## src/stor_pkg.sv

```systemverilog
// Purpose: shared constants and types for the sideband temperature and vendor responder
// Assumes: one clock for both ends, packets already parsed into words
// Notes: reason codes without a printed value are named here
package stor_pkg;

  localparam logic [7:0]  CMD_ASIC        = 8'h48;
  localparam logic [7:0]  RSP_ASIC        = 8'hC8;
  localparam logic [7:0]  CMD_AMB         = 8'h49;
  localparam logic [7:0]  RSP_AMB         = 8'hC9;
  localparam logic [7:0]  CMD_MOD         = 8'h4A;
  localparam logic [7:0]  RSP_MOD         = 8'hCA;
  localparam logic [7:0]  CMD_OEM         = 8'h50;
  localparam logic [7:0]  RSP_OEM         = 8'hD0;

  localparam logic [4:0]  PKG_CHAN        = 5'h1F;
  localparam logic [4:0]  NUM_CHAN        = 5'h04;
  localparam int          NUM_XCVR        = 2;
  localparam int          XW              = 1;
  localparam int          NUM_AMB         = 3;

  localparam logic [15:0] RC_OK           = 16'h0000;
  localparam logic [15:0] RC_FAIL         = 16'h0001;
  localparam logic [15:0] RSN_NONE        = 16'h0000;
  localparam logic [15:0] RSN_UNK_CMD     = 16'h0001;
  localparam logic [15:0] RSN_INFO_NA     = 16'h0009;
  localparam logic [15:0] RSN_VENDOR_BASE = 16'h8000;

  localparam logic [1:0]  WORDS_ONE       = 2'h1;
  localparam logic [1:0]  WORDS_TWO       = 2'h2;

  localparam int          CLK_NS          = 20;
  localparam int          RSP_TIMEOUT_NS  = 50000;
  localparam int          TIMEOUT_CYC     = RSP_TIMEOUT_NS / CLK_NS;
  localparam logic [11:0] TIMEOUT_LAST    = 12'(TIMEOUT_CYC - 1);

  typedef enum logic [1:0] {DEV_IDLE, DEV_OEM_WAIT, DEV_RESP} stor_dev_st_t;
  typedef enum logic [1:0] {HST_IDLE, HST_SEND, HST_WAIT} stor_hst_st_t;

  // channel to transceiver, two channels share one cage
  function automatic logic [XW-1:0] xcvr_of(input logic [4:0] ch);
    xcvr_of = ch[XW:1];
  endfunction

endpackage

```

## src/stor_if.sv

```systemverilog
// Purpose: command and response channel between controller and responder
// Assumes: both ends on one clock
// Notes: valid/ready handshake on each direction
`timescale 1ns/1ns
`default_nettype none
interface stor_if;
  logic        cmd_valid;
  logic        cmd_ready;
  logic [7:0]  cmd_type;
  logic [4:0]  cmd_chan;
  logic        cmd_good;
  logic [31:0] cmd_w0;
  logic [31:0] cmd_w1;
  logic        rsp_valid;
  logic        rsp_ready;
  logic [7:0]  rsp_type;
  logic [4:0]  rsp_chan;
  logic [15:0] rsp_code;
  logic [15:0] rsp_reason;
  logic [31:0] rsp_w0;
  logic [31:0] rsp_w1;
  logic [1:0]  rsp_words;
  logic        rsp_ck;

  modport dev (
    input  cmd_valid, cmd_type, cmd_chan, cmd_good, cmd_w0, cmd_w1, rsp_ready,
    output cmd_ready, rsp_valid, rsp_type, rsp_chan, rsp_code, rsp_reason,
    output rsp_w0, rsp_w1, rsp_words, rsp_ck
  );
  modport host (
    output cmd_valid, cmd_type, cmd_chan, cmd_good, cmd_w0, cmd_w1, rsp_ready,
    input  cmd_ready, rsp_valid, rsp_type, rsp_chan, rsp_code, rsp_reason,
    input  rsp_w0, rsp_w1, rsp_words, rsp_ck
  );
endinterface
`default_nettype wire

```

## src/stor_device.sv

```systemverilog
// Purpose: responder end, answers temperature and vendor commands
// Assumes: checksum and identifier checks done upstream, given as cmd_good
// Notes: commands it does not own are flagged on cmd_unhandled
`timescale 1ns/1ns
`default_nettype none
module stor_device #(
  parameter logic [7:0]  ASIC_LIMIT_C  = 8'h64,
  parameter logic [7:0]  ASIC_DERATE_C = 8'h05,
  parameter bit          AMB_EN        = 1'b1,
  // enterprise number value is arbitrary
  parameter logic [31:0] OEM_ENT       = 32'h0000ABCD
) (
  input  wire logic                                  clk,
  input  wire logic                                  srst,
  stor_if.dev                                        bus,
  input  wire logic [7:0]                            die_temp,
  input  wire logic [1:0]                            amb_count,
  input  wire logic [stor_pkg::NUM_AMB-1:0][7:0]     amb_temp,
  input  wire logic [stor_pkg::NUM_XCVR-1:0]         xcvr_present,
  input  wire logic [stor_pkg::NUM_XCVR-1:0]         xcvr_has_temp,
  input  wire logic [stor_pkg::NUM_XCVR-1:0]         xcvr_powered,
  input  wire logic [stor_pkg::NUM_XCVR-1:0][15:0]   xcvr_temp,
  input  wire logic [stor_pkg::NUM_XCVR-1:0][15:0]   xcvr_alarm,
  input  wire logic [stor_pkg::NUM_XCVR-1:0][15:0]   xcvr_warn,
  output logic                                       oem_req,
  output logic [31:0]                                oem_data,
  input  wire logic                                  oem_done,
  input  wire logic [15:0]                           oem_reason,
  input  wire logic                                  oem_ret_valid,
  input  wire logic [31:0]                           oem_ret,
  output logic                                       cmd_drop,
  output logic                                       cmd_unhandled
);

  stor_pkg::stor_dev_st_t st_q;
  logic [7:0]             type_q;
  logic [4:0]             chan_q;
  logic [15:0]            code_q;
  logic [15:0]            reason_q;
  logic [31:0]            w0_q;
  logic [31:0]            w1_q;
  logic [1:0]             words_q;
  logic                   ck_q;
  logic                   oem_req_q;
  logic [31:0]            oem_data_q;
  logic                   drop_q;
  logic                   unh_q;

  // decode of the incoming command
  wire                         take     = (st_q == stor_pkg::DEV_IDLE) & bus.cmd_valid;
  wire                         is_pkg   = bus.cmd_chan == stor_pkg::PKG_CHAN;
  wire                         chan_ok  = bus.cmd_chan < stor_pkg::NUM_CHAN;
  wire [stor_pkg::XW-1:0]      xi       = stor_pkg::xcvr_of(bus.cmd_chan);
  wire                         mod_ok   = xcvr_present[xi] & xcvr_has_temp[xi]
                                          & xcvr_powered[xi];
  wire [7:0]                   asic_max = ASIC_LIMIT_C - ASIC_DERATE_C;
  wire                         ent_hit  = bus.cmd_w0 == OEM_ENT;
  wire                         vend_hi  = (oem_reason == stor_pkg::RSN_NONE)
                                          | oem_reason[15];
  wire [15:0]                  vend_rsn = vend_hi ? oem_reason
                                          : (oem_reason | stor_pkg::RSN_VENDOR_BASE);
  logic [stor_pkg::NUM_AMB-1:0][7:0] amb_byte;

  // readings beyond the sensor count read as zero
  genvar gi;
  generate
    for (gi = 0; gi < stor_pkg::NUM_AMB; gi = gi + 1)
    begin : g_amb
      assign amb_byte[gi] = (2'(gi) < amb_count) ? amb_temp[gi] : 8'h00;
    end
  endgenerate

  logic        n_hand;
  logic        n_oem;
  logic [7:0]  n_type;
  logic [15:0] n_code;
  logic [15:0] n_reason;
  logic [31:0] n_w0;
  logic [31:0] n_w1;
  logic [1:0]  n_words;
  logic        n_ck;

  // response selection by command type
  always_comb
  begin
    n_hand   = 1'b0;
    n_oem    = 1'b0;
    n_type   = 8'h00;
    n_code   = stor_pkg::RC_OK;
    n_reason = stor_pkg::RSN_NONE;
    n_w0     = 32'h0000_0000;
    n_w1     = 32'h0000_0000;
    n_words  = stor_pkg::WORDS_ONE;
    n_ck     = 1'b1;
    case (bus.cmd_type)
      stor_pkg::CMD_ASIC:
      begin
        n_hand = is_pkg | chan_ok;
        n_type = stor_pkg::RSP_ASIC;
        n_w0   = {16'h0000, asic_max, die_temp};
      end
      stor_pkg::CMD_AMB:
      begin
        n_hand = AMB_EN & is_pkg;
        n_type = stor_pkg::RSP_AMB;
        n_w0   = {amb_byte[2], amb_byte[1], amb_byte[0], 6'h00, amb_count};
      end
      stor_pkg::CMD_MOD:
      begin
        n_hand  = chan_ok;
        n_type  = stor_pkg::RSP_MOD;
        n_words = stor_pkg::WORDS_TWO;
        if (mod_ok)
        begin
          n_w0 = {xcvr_alarm[xi], xcvr_warn[xi]};
          n_w1 = {xcvr_temp[xi], 16'h0000};
        end
        else
        begin
          n_code   = stor_pkg::RC_FAIL;
          n_reason = stor_pkg::RSN_INFO_NA;
        end
      end
      stor_pkg::CMD_OEM:
      begin
        n_hand = chan_ok;
        n_type = stor_pkg::RSP_OEM;
        n_ck   = 1'b0;
        n_w0   = bus.cmd_w0;
        n_oem  = ent_hit;
        if (!ent_hit)
        begin
          n_code   = stor_pkg::RC_FAIL;
          n_reason = stor_pkg::RSN_UNK_CMD;
        end
      end
      default:
      begin
        n_hand = 1'b0;
      end
    endcase
  end

  // state sequencing
  always_ff @(posedge clk)
  begin
    if (srst)
    begin
      st_q <= stor_pkg::DEV_IDLE;
    end
    else
    begin
      unique case (st_q)
        stor_pkg::DEV_IDLE:
        begin
          if (take & bus.cmd_good & n_hand)
          begin
            st_q <= n_oem ? stor_pkg::DEV_OEM_WAIT : stor_pkg::DEV_RESP;
          end
        end
        stor_pkg::DEV_OEM_WAIT:
        begin
          if (oem_done)
          begin
            st_q <= stor_pkg::DEV_RESP;
          end
        end
        stor_pkg::DEV_RESP:
        begin
          if (bus.rsp_ready)
          begin
            st_q <= stor_pkg::DEV_IDLE;
          end
        end
      endcase
    end
  end

  // response fields
  always_ff @(posedge clk)
  begin
    if (srst)
    begin
      type_q   <= 8'h00;
      chan_q   <= 5'h00;
      code_q   <= 16'h0000;
      reason_q <= 16'h0000;
      w0_q     <= 32'h0000_0000;
      w1_q     <= 32'h0000_0000;
      words_q  <= 2'h0;
      ck_q     <= 1'b0;
    end
    else if (take & bus.cmd_good & n_hand)
    begin
      type_q   <= n_type;
      chan_q   <= bus.cmd_chan;
      code_q   <= n_code;
      reason_q <= n_reason;
      w0_q     <= n_w0;
      w1_q     <= n_w1;
      words_q  <= n_words;
      ck_q     <= n_ck;
    end
    else if ((st_q == stor_pkg::DEV_OEM_WAIT) & oem_done)
    begin
      reason_q <= vend_rsn;
      if (oem_ret_valid)
      begin
        w1_q    <= oem_ret;
        words_q <= stor_pkg::WORDS_TWO;
      end
    end
  end

  // side pulses
  always_ff @(posedge clk)
  begin
    if (srst)
    begin
      oem_req_q  <= 1'b0;
      oem_data_q <= 32'h0000_0000;
      drop_q     <= 1'b0;
      unh_q      <= 1'b0;
    end
    else
    begin
      oem_req_q <= take & bus.cmd_good & n_hand & n_oem;
      drop_q    <= take & ~bus.cmd_good;
      unh_q     <= take & bus.cmd_good & ~n_hand;
      if (take & bus.cmd_good & n_hand & n_oem)
      begin
        oem_data_q <= bus.cmd_w1;
      end
    end
  end

  assign bus.cmd_ready  = st_q == stor_pkg::DEV_IDLE;
  assign bus.rsp_valid  = st_q == stor_pkg::DEV_RESP;
  assign bus.rsp_type   = type_q;
  assign bus.rsp_chan   = chan_q;
  assign bus.rsp_code   = code_q;
  assign bus.rsp_reason = reason_q;
  assign bus.rsp_w0     = w0_q;
  assign bus.rsp_w1     = w1_q;
  assign bus.rsp_words  = words_q;
  assign bus.rsp_ck     = ck_q;
  assign oem_req        = oem_req_q;
  assign oem_data       = oem_data_q;
  assign cmd_drop       = drop_q;
  assign cmd_unhandled  = unh_q;

endmodule
`default_nettype wire

```

## src/flat_wrapper.sv

```systemverilog
// flat-port wrapper written by rule: the top's interface ports become plain ports
module stor_device_flat 
#(
  parameter logic [7:0]  ASIC_LIMIT_C  = 8'h64,
  parameter logic [7:0]  ASIC_DERATE_C = 8'h05,
  parameter bit          AMB_EN        = 1'b1,
                                         
  parameter logic [31:0] OEM_ENT       = 32'h0000ABCD
)
  (clk, srst, die_temp, amb_count, amb_temp, xcvr_present, xcvr_has_temp, xcvr_powered, xcvr_temp, xcvr_alarm, xcvr_warn, oem_req, oem_data, oem_done, oem_reason, oem_ret_valid, oem_ret, cmd_drop, cmd_unhandled, bus_cmd_valid, bus_cmd_type, bus_cmd_chan, bus_cmd_good, bus_cmd_w0, bus_cmd_w1, bus_rsp_ready, bus_cmd_ready, bus_rsp_valid, bus_rsp_type, bus_rsp_chan, bus_rsp_code, bus_rsp_reason, bus_rsp_w0, bus_rsp_w1, bus_rsp_words, bus_rsp_ck);
  stor_if bus_i ();
  input  wire logic clk;
  input  wire logic srst;
  input  wire logic [7:0] die_temp;
  input  wire logic [1:0] amb_count;
  input  wire logic [stor_pkg::NUM_AMB-1:0][7:0] amb_temp;
  input  wire logic [stor_pkg::NUM_XCVR-1:0] xcvr_present;
  input  wire logic [stor_pkg::NUM_XCVR-1:0] xcvr_has_temp;
  input  wire logic [stor_pkg::NUM_XCVR-1:0] xcvr_powered;
  input  wire logic [stor_pkg::NUM_XCVR-1:0][15:0] xcvr_temp;
  input  wire logic [stor_pkg::NUM_XCVR-1:0][15:0] xcvr_alarm;
  input  wire logic [stor_pkg::NUM_XCVR-1:0][15:0] xcvr_warn;
  output logic oem_req;
  output logic [31:0] oem_data;
  input  wire logic oem_done;
  input  wire logic [15:0] oem_reason;
  input  wire logic oem_ret_valid;
  input  wire logic [31:0] oem_ret;
  output logic cmd_drop;
  output logic cmd_unhandled;
  input wire logic [$bits(bus_i.cmd_valid)-1:0] bus_cmd_valid;
  input wire logic [$bits(bus_i.cmd_type)-1:0] bus_cmd_type;
  input wire logic [$bits(bus_i.cmd_chan)-1:0] bus_cmd_chan;
  input wire logic [$bits(bus_i.cmd_good)-1:0] bus_cmd_good;
  input wire logic [$bits(bus_i.cmd_w0)-1:0] bus_cmd_w0;
  input wire logic [$bits(bus_i.cmd_w1)-1:0] bus_cmd_w1;
  input wire logic [$bits(bus_i.rsp_ready)-1:0] bus_rsp_ready;
  output wire logic [$bits(bus_i.cmd_ready)-1:0] bus_cmd_ready;
  output wire logic [$bits(bus_i.rsp_valid)-1:0] bus_rsp_valid;
  output wire logic [$bits(bus_i.rsp_type)-1:0] bus_rsp_type;
  output wire logic [$bits(bus_i.rsp_chan)-1:0] bus_rsp_chan;
  output wire logic [$bits(bus_i.rsp_code)-1:0] bus_rsp_code;
  output wire logic [$bits(bus_i.rsp_reason)-1:0] bus_rsp_reason;
  output wire logic [$bits(bus_i.rsp_w0)-1:0] bus_rsp_w0;
  output wire logic [$bits(bus_i.rsp_w1)-1:0] bus_rsp_w1;
  output wire logic [$bits(bus_i.rsp_words)-1:0] bus_rsp_words;
  output wire logic [$bits(bus_i.rsp_ck)-1:0] bus_rsp_ck;
  assign bus_i.cmd_valid = bus_cmd_valid;
  assign bus_i.cmd_type = bus_cmd_type;
  assign bus_i.cmd_chan = bus_cmd_chan;
  assign bus_i.cmd_good = bus_cmd_good;
  assign bus_i.cmd_w0 = bus_cmd_w0;
  assign bus_i.cmd_w1 = bus_cmd_w1;
  assign bus_i.rsp_ready = bus_rsp_ready;
  assign bus_cmd_ready = bus_i.cmd_ready;
  assign bus_rsp_valid = bus_i.rsp_valid;
  assign bus_rsp_type = bus_i.rsp_type;
  assign bus_rsp_chan = bus_i.rsp_chan;
  assign bus_rsp_code = bus_i.rsp_code;
  assign bus_rsp_reason = bus_i.rsp_reason;
  assign bus_rsp_w0 = bus_i.rsp_w0;
  assign bus_rsp_w1 = bus_i.rsp_w1;
  assign bus_rsp_words = bus_i.rsp_words;
  assign bus_rsp_ck = bus_i.rsp_ck;
  stor_device #(.ASIC_LIMIT_C(ASIC_LIMIT_C), .ASIC_DERATE_C(ASIC_DERATE_C), .AMB_EN(AMB_EN), .OEM_ENT(OEM_ENT)) u_core (.clk(clk), .srst(srst), .bus(bus_i), .die_temp(die_temp), .amb_count(amb_count), .amb_temp(amb_temp), .xcvr_present(xcvr_present), .xcvr_has_temp(xcvr_has_temp), .xcvr_powered(xcvr_powered), .xcvr_temp(xcvr_temp), .xcvr_alarm(xcvr_alarm), .xcvr_warn(xcvr_warn), .oem_req(oem_req), .oem_data(oem_data), .oem_done(oem_done), .oem_reason(oem_reason), .oem_ret_valid(oem_ret_valid), .oem_ret(oem_ret), .cmd_drop(cmd_drop), .cmd_unhandled(cmd_unhandled));
endmodule
```

## config.mk

```make
export PLATFORM = sky130hd
export DESIGN_NAME = stor_device_flat
export DESIGN_NICKNAME = d
export VERILOG_FILES = /design/src/stor_pkg.sv /design/src/stor_if.sv /design/src/stor_device.sv /design/src/flat_wrapper.sv
export SDC_FILE = /design/constraint.sdc
export NUM_CORES = 1
export LEC_CHECK = 0
export CORE_AREA = 8 8 155 157
export CTS_CLUSTER_SIZE = 10
export DETAILED_ROUTE_END_ITERATION = 12
export DIE_AREA = 0 0 163 165
export DONT_BUFFER_PORTS = 1
export SYNTH_ARGS = -nofsm -noshare
export SYNTH_HDL_FRONTEND = slang
export SYNTH_SLANG_ARGS = --single-unit
```

## constraint.sdc

```tcl
create_clock -name clk -period 3 [get_ports clk]
set_clock_uncertainty 0.1 [all_clocks]
set_input_delay 0.6 -clock clk [delete_from_list [all_inputs] [get_ports clk]]
set_output_delay 0.6 -clock clk [all_outputs]
set_load 0.05 [all_outputs]
```

==> results of run 1 <==
Yosys cell counts (all sizes together) (7+ instances only):
library cell	instances	area, um2
dfxtp	131	2623
nand2	102	382.9
a21oi	92	460.4
clkbuf	57	215.2
nor2	53	198.9
mux2i	51	510.5
buf	39	247.7
o31ai	33	247.7
o2111ai	32	280.3
a211oi	29	217.7
a221oi	17	148.9
mux2	17	191.4
or3	16	100.1
a31oi	14	87.58
nor4	10	62.56
nor3	9	50.05
o2bb2ai	8	70.07
or2	7	43.79
final timing paths:
kind	end	slack (ps)
setup / recovery	u_core.st_q[0]	450
hold / removal	u_core.cmd_drop	160
setup reg to reg	u_core.bus.rsp_w0[12]	690
hold reg to reg	u_core.st_q[1]	400
kinds of logic (layout without fill, tap and decap cells):
group                    count (synthesis)  in the layout
adder cells (fa/ha/maj)                  3              3
multiplexers                            68             68
other                                    1             17
buffers and inverters                  100             55
AO/OA/AOI/OAI                          247            247
flip-flops                             131            131
AND/OR/NAND/NOR                        231            231
area by class of cell:
| cell class | count | area (um2) |
|---|---|---|
| Sequential cell | 131 | 2623 |
| Fill cell | 2278 | 14110 |
| Clock inverter | 11 | 102.6 |
| Multi-Input combinational cell | 566 | 3615 |
| Inverter | 4 | 15.01 |
| Timing Repair Buffer | 20 | 212.7 |
| Clock buffer | 20 | 456.7 |
| Tap cell | 280 | 350.3 |
sequential cells by signal, summed over array words and instances (netlist names), 2 cells and up:
name                   count
u_core.oem_data           32
u_core.bus.rsp_w0         32
u_core.bus.rsp_w1         32
u_core.bus.rsp_chan        5
u_core.st_q                2
u_core.bus.rsp_words       2
u_core.bus.rsp_reason     16
u_core.bus.rsp_type        5
worst reg2reg max path, stage by stage (launching register included):
cell and delay (ps):
dfxtp_1 330, inv_1 80, ha_1 160, and3_1 230, nand2_1 100, o32a_2 350, buf_4 270, nor2_1 410
a31oi_1 140
layer usage:
| layer | vias up | GRT usage [%] | routed length [um] |
|---|---|---|---|
| met5 | - | 0 | 13 |
| met4 | 2 | 5.796 | 447 |
| met3 | 32 | 7.976 | 2869 |
| met2 | 315 | 30.05 | 12570 |
| met1 | 2810 | 22.13 | 10570 |
| li1 | 2791 | - | - |
power by group:
group	internal (mW)	switching [mW]	total, mW
logic	0.0596	0.110	0.169
registers	1.74	0.00840	1.75
clock network	1.18	0.821	2.00
total	2.99	0.939	3.93
metrics by stage:
| step | instance area (um2) | worst slack, ps | util (%) | std cells |
|---|---|---|---|---|
| after global placement | 6815 | 67.09 | 31.72 | 1001 |
| after detailed placement | 6815 | 45.14 | 31.72 | 1001 |
| final | 7375 | 452.2 | 34.32 | 1032 |
| after global routing | 7375 | 369.7 | 34.32 | 1032 |
| after floorplan | 6684 | 540.1 | - | 797 |
| after CTS | 7375 | 485.8 | 34.32 | 1032 |
placed cells by master (no fill, tap or decap), drive strengths merged, types with 4 or more instances in the layout:
cell type | netlist | routed
dfxtp | 131 | 131
a211oi | 29 | 29
o2111ai | 32 | 32
a221oi | 17 | 17
nor4 | 10 | 10
nand4 | 4 | 4
or2 | 7 | 7
a22oi | 6 | 6
buf | 39 | 20
o21bai | 6 | 6
mux2i | 51 | 51
nand3 | 6 | 6
mux2 | 17 | 17
or3 | 16 | 16
a21oi | 92 | 92
clkinv | 0 | 4
nand2b | 4 | 4
clkbuf | 57 | 20
conb | 1 | 17
nor2 | 53 | 53
inv | 4 | 7
o31ai | 33 | 33
nand2 | 102 | 102
a31oi | 14 | 14
nor3 | 9 | 9
o2bb2ai | 8 | 8
==> flow_summary_export.csv, run 1 <==
group,metric,value,unit
outcome,status,"finished, final reports clean",
clock_network,numCtsBuffers,17,
synth,synth_simple_gate_area_share,16.41,%
clock_network,cts.sinks,131,
critical_path,slowest_delay,620,ps
floorplan,row_count,54,
final_layout,area.growth.synth_to_final,11.33,%
route,drt_iter0_drc,503,
global_route,grt_pass1_wl,38.14,mm
critical_path,cpMostUsedCell,"or4_1",
sta,worst_pin_slew,1003,ps
clock_network,cts_tree,"yes",
min_path,min_from,"bus_cmd_good",
sta,setup_tns,0,ps
synth,synth_cell_type_count,54,
clock_network,clockBufferDepth,2,
critical_path,worstSetupPathType,"in2reg",
floorplan,io_pins,417,
placement,io_buffers,0,
synth,async_flop_share,0,%
final_layout,n_antenna_cell,0,
critical_path,required,3240,ps
sta,setup_viol,0,
synth,synth_top_flop_cell,"dfxtp_1",
route,ant_nets,0,
synth,syn_area,6624,um2
sta,report.final.slew_viol_count,0,
sta,clock.fmax,392.5,MHz
global_route,grt_overflow,0,
synth,synth_edf_count,0,
final_layout,layout-drive-gt1-share,11.04,%
clock_network,cts_max_level,4,
synth,synth.area.mux_share,10.60,%
critical_path,arrival,2790,ps
synth,yosysSeqAreaShare,39.59,%
floorplan,core,21490,um2
critical_path,critical-path-top-delay-family,"simple AND/OR/NAND/NOR gates",
route,drt-total-wl,26.47,mm
global_route,grt_max_degree,105,
power_and_ir_drop,leakage,2.383,nW
critical_path,critPathLaunchType,"primary input",
synth,yosys_warnings,0,
critical_path,reg2reg_depth,8,
min_path,min_path_cells,1,
sta,hold_viol_final,0,
synth,syn-instance-count,781,
synth,synth_top_family_by_area,"compound AO/OA/AOI/OAI gates",
critical_path,end_kind,"flip-flop",
final_layout,fin_nets,1011,
floorplan,die_x,163,um
critical_path,crit_slowest_cell,"or4_1",
sta,rsz0062_at_grt,"no",
placement,place_congestion,0.8785,
critical_path,crit_start,"bus_cmd_w0[26]",
sta,max_slew_margin,33.04,%
synth,yosys.area_share.adder,0.5667,%
synth,ys_ff_latch,131,
route,drc,0,
clock_network,clkLatencyLatePin,410,ps
critical_path,path_cells,"nor4_1 > nand4_1 > or4_1 > buf_12 > or4_1 > mux2i_1",
critical_path,timing.rr.start,"u_core.st_q[0]",
power_and_ir_drop,vdd_ir_drop_max,0.2821,mV
synth,synth_compound_area_share,25.56,%
placement,dp_hpwl,20.18,mm
clock_network,path_clk_slew,60,ps
synth,synthXorXnorAreaFrac,0,%
critical_path,crit_fanout,36,
global_route,track_usage,18.66,%
sta,layout_min_cycle_time,2548,ps
power_and_ir_drop,power_density,532.3,nW/um2
clock_network,ctsResizeCount,0,
clock_network,post-cts-setup-buffer-count,0,
route,drtPass1Iterations,5,
floorplan,die-area,26900,um2
critical_path,cp_num_buf_inv,1,
critical_path,cp.depth,6,
clock_network,ctsHoldBuffers,0,
sta,timing.hold.ws,160.4,ps
sta,post-route-period-util,84.93,%
global_route,antenna_found_initial,2,
job,cap_violations,0,
power_and_ir_drop,finalPower,3.925,mW
synth,synth.avg_cell_area,8.481,um2
min_path,hold_path.class,"in2reg",
global_route,grt_pass1_vias,5884,
floorplan,start_util,30.83,%
route,vias,5950,
clock_network,clockRootBuffer,"clkbuf_16",
floorplan,die_h,165,um
route,drt-wirelength-per-cell,25.65,um
route,viasPerCell,5.766,
(Power assumes the default switching activity.)
==> run 2, diff against run 1 <==
- clock period: 3 -> 2.4 ns (I/O delays scaled with it)
==> flow_summary_export.csv, run 2 (synthesis gave the netlist of run 1 again) <==
group,metric,value,unit
outcome,status,"finished, final reports clean",
final_layout,seq_area,2623,um2
global_route,use_met3,8.175,%
final_layout,layout_commonest_cell,"dfxtp_1",
power_and_ir_drop,finalPower,5.195,mW
clock_network,post-cts-setup-buffer-count,0,
job,cap_violations,0,
route,drtPass1Iterations,5,
final_layout,fin_nets,1037,
global_route,grt_util_met1,22.41,%
min_path,hold_path.class,"in2reg",
min_path,min_to,"u_core.bus.rsp_chan[3]",
placement,place_congestion,0.9162,
clock_network,path_clk_slew,60,ps
critical_path,timing.rr.start,"u_core.st_q[0]",
global_route,grt_pass1_wl,38.87,mm
critical_path,reg2reg_depth,8,
floorplan,die-area,26900,um2
clock_network,numCtsBuffers,17,
min_path,min_path_cells,1,
clock_network,ctsHoldBuffers,0,
clock_network,cts.sinks,131,
route,drt_iter0_drc,543,
critical_path,required,2640,ps
floorplan,core,21490,um2
clock_network,clockRootBuffer,"clkbuf_16",
floorplan,die_h,165,um
final_layout,multiInputGateArea,3617,um2
floorplan,start_util,30.83,%
critical_path,end_kind,"flip-flop",
sta,max_slew_margin,56.52,%
sta,post-route-period-util,91.73,%
route,vias,6038,
clock_network,clockBufferDepth,2,
critical_path,crit_fanout,35,
critical_path,r2r_slack,200,ps
final_layout,area.growth.synth_to_final,16.41,%
clock_network,cts_tree,"yes",
final_layout,layout_common_cells,"dfxtp_1, nand2_1, a21oi_1",
power_and_ir_drop,combPwrFrac,4.2,%
sta,worst_pin_slew,650.7,ps
critical_path,arrival,2440,ps
power_and_ir_drop,switchingPower,1.195,mW
sta,timing.hold.ws,35.50,ps
floorplan,row_count,54,
power_and_ir_drop,power_density,673.7,nW/um2
floorplan,die_x,163,um
placement,dp_slack,-171.6,ps
power_and_ir_drop,leakage,2.565,nW
global_route,use_met2,30.57,%
sta,rsz0062_at_grt,"no",
critical_path,worstSetupPathType,"reg2reg",
placement,io_buffers,0,
clock_network,cts_max_level,4,
global_route,grt_pass1_vias,5983,
final_layout,fill_cells,2264,
sta,clock.fmax,454.2,MHz
min_path,min_from,"srst",
global_route,track_usage,19.04,%
global_route,antenna_found_initial,1,
global_route,grt_overflow,0,
final_layout,layout-drive-gt1-share,14.38,%
route,drt-total-wl,27.05,mm
clock_network,clkLatencyLatePin,410,ps
sta,setup_ws,198.4,ps
floorplan,io_pins,417,
power_and_ir_drop,p_clk_share,53.6,%
global_route,grt_max_degree,105,
sta,report.final.slew_viol_count,0,
route,drt-wirelength-per-cell,25.52,um
global_route,busiest_layer,"met2",
sta,layout_min_cycle_time,2202,ps
route,ant_nets,0,
power_and_ir_drop,p_int,4.000,mW
power_and_ir_drop,p_seq_share,42.1,%
clock_network,ctsResizeCount,0,
critical_path,critPathLaunchType,"flip-flop",
final_layout,final_util,35.89,%
placement,placed_cell_area,7076,um2
route,drc,0,
final_layout,design_area,7711,um2
critical_path,r2r-end,"u_core.bus.rsp_w1[31]",
sta,hold_viol_final,0,
placement,dp_hpwl,20.82,mm
power_and_ir_drop,vdd_ir_drop_max,0.3615,mV
sta,setup_viol,0,
route,viasPerCell,5.696,
power_and_ir_drop,switching_share,23.01,%
## run 2: area by class of cell
class | count | share of cell area (%)
Timing Repair Buffer | 46 | 6.101
Antenna cell | 1 | 0.03245
Sequential cell | 131 | 34.01
Tap cell | 280 | 4.543
Clock inverter | 12 | 2.158
Inverter | 4 | 0.1947
Multi-Input combinational cell | 566 | 46.91
Clock buffer | 20 | 6.052
## run 2: layer usage
layer | vias to the layer above | routed length (um)
met2 | 322 | 12820
met1 | 2849 | 10490
met4 | 0 | 521
met5 | - | 0
li1 | 2843 | -
met3 | 24 | 3216
## run 2: worst max-delay path by stage
stage | from | endpoint | slack [ps] | cells after the start
4_1_cts | u_core.st_q[0] | u_core.bus.rsp_w1[31] | 180 | 8
6_report | u_core.st_q[0] | u_core.bus.rsp_w1[31] | 200 | 8
5_1_grt | u_core.st_q[1] | u_core.bus.rsp_w1[31] | 20 | 8
3_3_place_gp | bus_cmd_w0[17] | u_core.st_q[0] | -150 | 6
3_5_place_dp | bus_cmd_w0[17] | u_core.oem_data[29] | -170 | 7
2_1_floorplan | u_core.st_q[0] | u_core.bus.rsp_w0[24] | 120 | 9
## run 2: stage by stage
step | TNS [ps] | std cells
global placement | -4301 | 1027
global route | 0 | 1060
floorplan | 0 | 797
CTS | 0 | 1059
detailed placement | -4596 | 1027
finish | 0 | 1060
## run 2: power groups by stage
| stage | logic, mW | registers [mW] | clock network, mW |
|---|---|---|---|
| final | 0.220 | 2.19 | 2.79 |
| after global routing | 0.235 | 2.19 | 2.97 |
| after CTS | 0.220 | 2.19 | 2.87 |
| after detailed placement | 0.220 | 2.24 | 0 |
| after global placement | 0.221 | 2.24 | 0 |
| after floorplan | 0.245 | 2.24 | 0 |
## run 2: worst max-delay path, stage by stage, from the launching register on
cell	delay, ps
dfxtp_1	330
inv_1	80
ha_2	170
and3_1	210
nand2_1	100
o32a_2	380
buf_12	180
or3_1	420
a21oi_1	150
==> run 3, diff against run 2 <==
- ABC_AREA: default -> 1
- CORE_AREA: 8 8 155 157 -> 8 8 154 156
- DIE_AREA: 0 0 163 165 -> 0 0 162 164
==> flow_summary_export.csv, run 3 <==
group,metric,value,unit
outcome,status,"finished, final reports clean",
sta,clock.fmax,461.5,MHz
synth,synth_area_leaders,"dfxtp_1, nand2_1, nor2_1",
route,ant_nets,0,
min_path,min_from,"srst",
clock_network,clockRootBuffer,"clkbuf_16",
sta,max_slew_margin,56.45,%
sta,setup_tns,0,ps
route,drtPass1Iterations,5,
route,viasPerCell,4.897,
floorplan,core,21350,um2
synth,synth_simple_gate_area_share,39.16,%
global_route,grt_util_met1,24.22,%
power_and_ir_drop,combPwrFrac,12.8,%
synth,synth_compound_area_share,9.242,%
final_layout,layout_commonest_cell,"nand2_1",
critical_path,critical-path-top-delay-family,"buffers and inverters",
sta,setup_viol,0,
critical_path,worstSetupPathType,"reg2reg",
sta,post-route-period-util,90.28,%
sta,hold_viol_final,0,
min_path,hold_path.class,"in2reg",
route,drt-total-wl,28.50,mm
floorplan,row_count,54,
placement,place_congestion,0.9272,
synth,async_flop_share,0,%
clock_network,cts_max_level,4,
synth,synthXorXnorAreaFrac,0,%
route,drc,0,
final_layout,area.growth.synth_to_final,12.05,%
synth,synth_top_family_by_area,"simple AND/OR/NAND/NOR gates",
critical_path,r2r_slack,230,ps
critical_path,r2r-end,"u_core.bus.rsp_type[1]",
critical_path,arrival,2360,ps
synth,synth_most_common_cell,"nand2_1",
critical_path,cp_num_buf_inv,3,
critical_path,crit_fanout,26,
route,drt_iter0_drc,620,
critical_path,timing.rr.start,"u_core.st_q[0]",
power_and_ir_drop,power_density,742.5,nW/um2
synth,synth_common_cells,"nand2_1, nor2_1, dfxtp_1, inv_1, a21oi_1",
synth,synth_edf_count,0,
critical_path,reg2reg_depth,9,
synth,yosys.area_share.adder,0.5404,%
critical_path,required,2600,ps
sta,rsz0062_at_grt,"no",
min_path,min_path_cells,1,
global_route,grt_pass1_vias,6680,
sta,report.final.slew_viol_count,0,
power_and_ir_drop,switchingPower,1.852,mW
synth,synth.area.mux_share,1.585,%
final_layout,n_antenna_cell,0,
global_route,grt_pass1_wl,41.61,mm
critical_path,crit_slowest_cell,"inv_2",
clock_network,clkLatencyLatePin,400,ps
floorplan,start_util,32.53,%
synth,syn_area,6945,um2
synth,yosys_warnings,0,
clock_network,ctsResizeCount,0,
floorplan,die_h,164,um
final_layout,fin_nets,1380,
floorplan,die_x,162,um
clock_network,post-cts-setup-buffer-count,0,
sta,worst_pin_slew,652.4,ps
clock_network,cts_tree,"yes",
power_and_ir_drop,p_seq_share,44.5,%
placement,io_buffers,0,
min_path,min_to,"u_core.bus.rsp_w1[20]",
global_route,grt_max_degree,66,
final_layout,final_util,36.45,%
clock_network,cts.sinks,131,
synth,synth_top_flop_cell,"dfxtp_1",
global_route,grt_overflow,0,
placement,dp_hpwl,22.95,mm
synth,syn-instance-count,1119,
synth,ys_ff_latch,131,
synth,synth_cell_type_count,34,
power_and_ir_drop,vdd_ir_drop_max,0.3979,mV
synth,yosysTopAreaCell,"dfxtp_1",
synth,synth_top_area_share,37.76,%
clock_network,clockBufferDepth,2,
power_and_ir_drop,p_clk_share,42.7,%
route,drt-wirelength-per-cell,20.34,um
final_layout,layout_common_cells,"nand2_1, nor2_1, dfxtp_1",
clock_network,numCtsBuffers,17,
route,vias,6860,
final_layout,layout-drive-gt1-share,7.672,%
global_route,busiest_layer,"met2",
global_route,antenna_found_initial,0,
critical_path,path_cells,"inv_1 > ha_1 > nand3_1 > inv_1 > nand2_1 > inv_2 > nand2_1 > nand2_1 > nor2_1",
power_and_ir_drop,leakage,3.633,nW
global_route,use_met2,34.14,%
global_route,use_met3,9.123,%
sta,layout_min_cycle_time,2167,ps
critical_path,slowest_delay,430,ps
floorplan,io_pins,417,
critical_path,critPathLaunchType,"flip-flop",
floorplan,die-area,26570,um2
synth,yosysSeqAreaShare,37.76,%
critical_path,end_kind,"flip-flop",
job,cap_violations,0,
power_and_ir_drop,p_int,3.927,mW
clock_network,ctsHoldBuffers,0,
power_and_ir_drop,switching_share,32.05,%
synth,synth.avg_cell_area,6.207,um2
critical_path,cpMostUsedCell,"nand2_1",
global_route,track_usage,20.57,%
clock_network,path_clk_slew,60,ps
[run 3: cell types whose count changed after synthesis, sizes merged, moves of 19 or more]
cell,previous run,this run
inv,4,105
mux2i,51,11
nor2,53,218
nand2,102,369
o21ai,1,27
a21oi,92,73
clkbuf,57,37
o31ai,33,0
o2111ai,32,1
a211oi,29,6
nand3,6,54
[run 3: power groups by stage]
stage,Clock [mW],Sequential (mW),Combinational (mW)
3_5_place_dp,0,2.62,0.755
3_3_place_gp,0,2.62,0.752
6_report,2.47,2.57,0.740
5_1_grt,2.65,2.58,0.835
4_1_cts,2.53,2.58,0.757
2_1_floorplan,0,2.59,0.617
[run 3: kinds of logic (layout without fill, tap and decap cells)]
logic type	count (synthesis)	in the layout
other	1	17
multiplexers	11	11
buffers and inverters	183	169
flip-flops	131	131
AO/OA/AOI/OAI	119	119
adder cells (fa/ha/maj)	3	3
AND/OR/NAND/NOR	671	671
[run 3: worst max path at each step]
stage,start,to,slack (ps),depth (start not counted)
floorplan,u_core.st_q[0],u_core.bus.rsp_w1[22],40,11
global placement,bus_cmd_type[5],u_core.bus.rsp_type[1],190,12
detailed placement,bus_cmd_type[5],u_core.bus.rsp_type[1],140,12
CTS,u_core.st_q[0],u_core.bus.rsp_type[1],210,9
global route,u_core.st_q[0],u_core.bus.rsp_w0[16],80,8
finish,u_core.st_q[0],u_core.bus.rsp_type[1],230,9
[run 3: through the flow]
step	hold slack, ps	setup WS, ps	instance area [um2]	instances	power [mW]
after global routing	15.76	77.72	7782	1401	6.066
final	43.47	233.3	7782	1401	5.779
after CTS	15.39	208.5	7782	1401	5.867
after detailed placement	370.8	142.6	7232	1370	3.379
after global placement	356.3	190.4	7232	1370	3.375
after floorplan	377.5	41.84	7005	1135	3.207
[run 3: layout make-up]
type,instances,area (um2)
Fill cell,2386,13570
Multi-Input combinational cell,821,3573
Sequential cell,131,2623
Clock buffer,18,439.2
Inverter,107,402.9
Tap cell,280,350.3
Timing Repair Buffer,31,282.8
Clock inverter,13,111.4
[run 3: per-layer routing]
layer | part of all wire, % | routed length, um
met5 | 0 | 0
met4 | 1.0 | 287
met3 | 11 | 3211
met2 | 48 | 13550
met1 | 40 | 11460
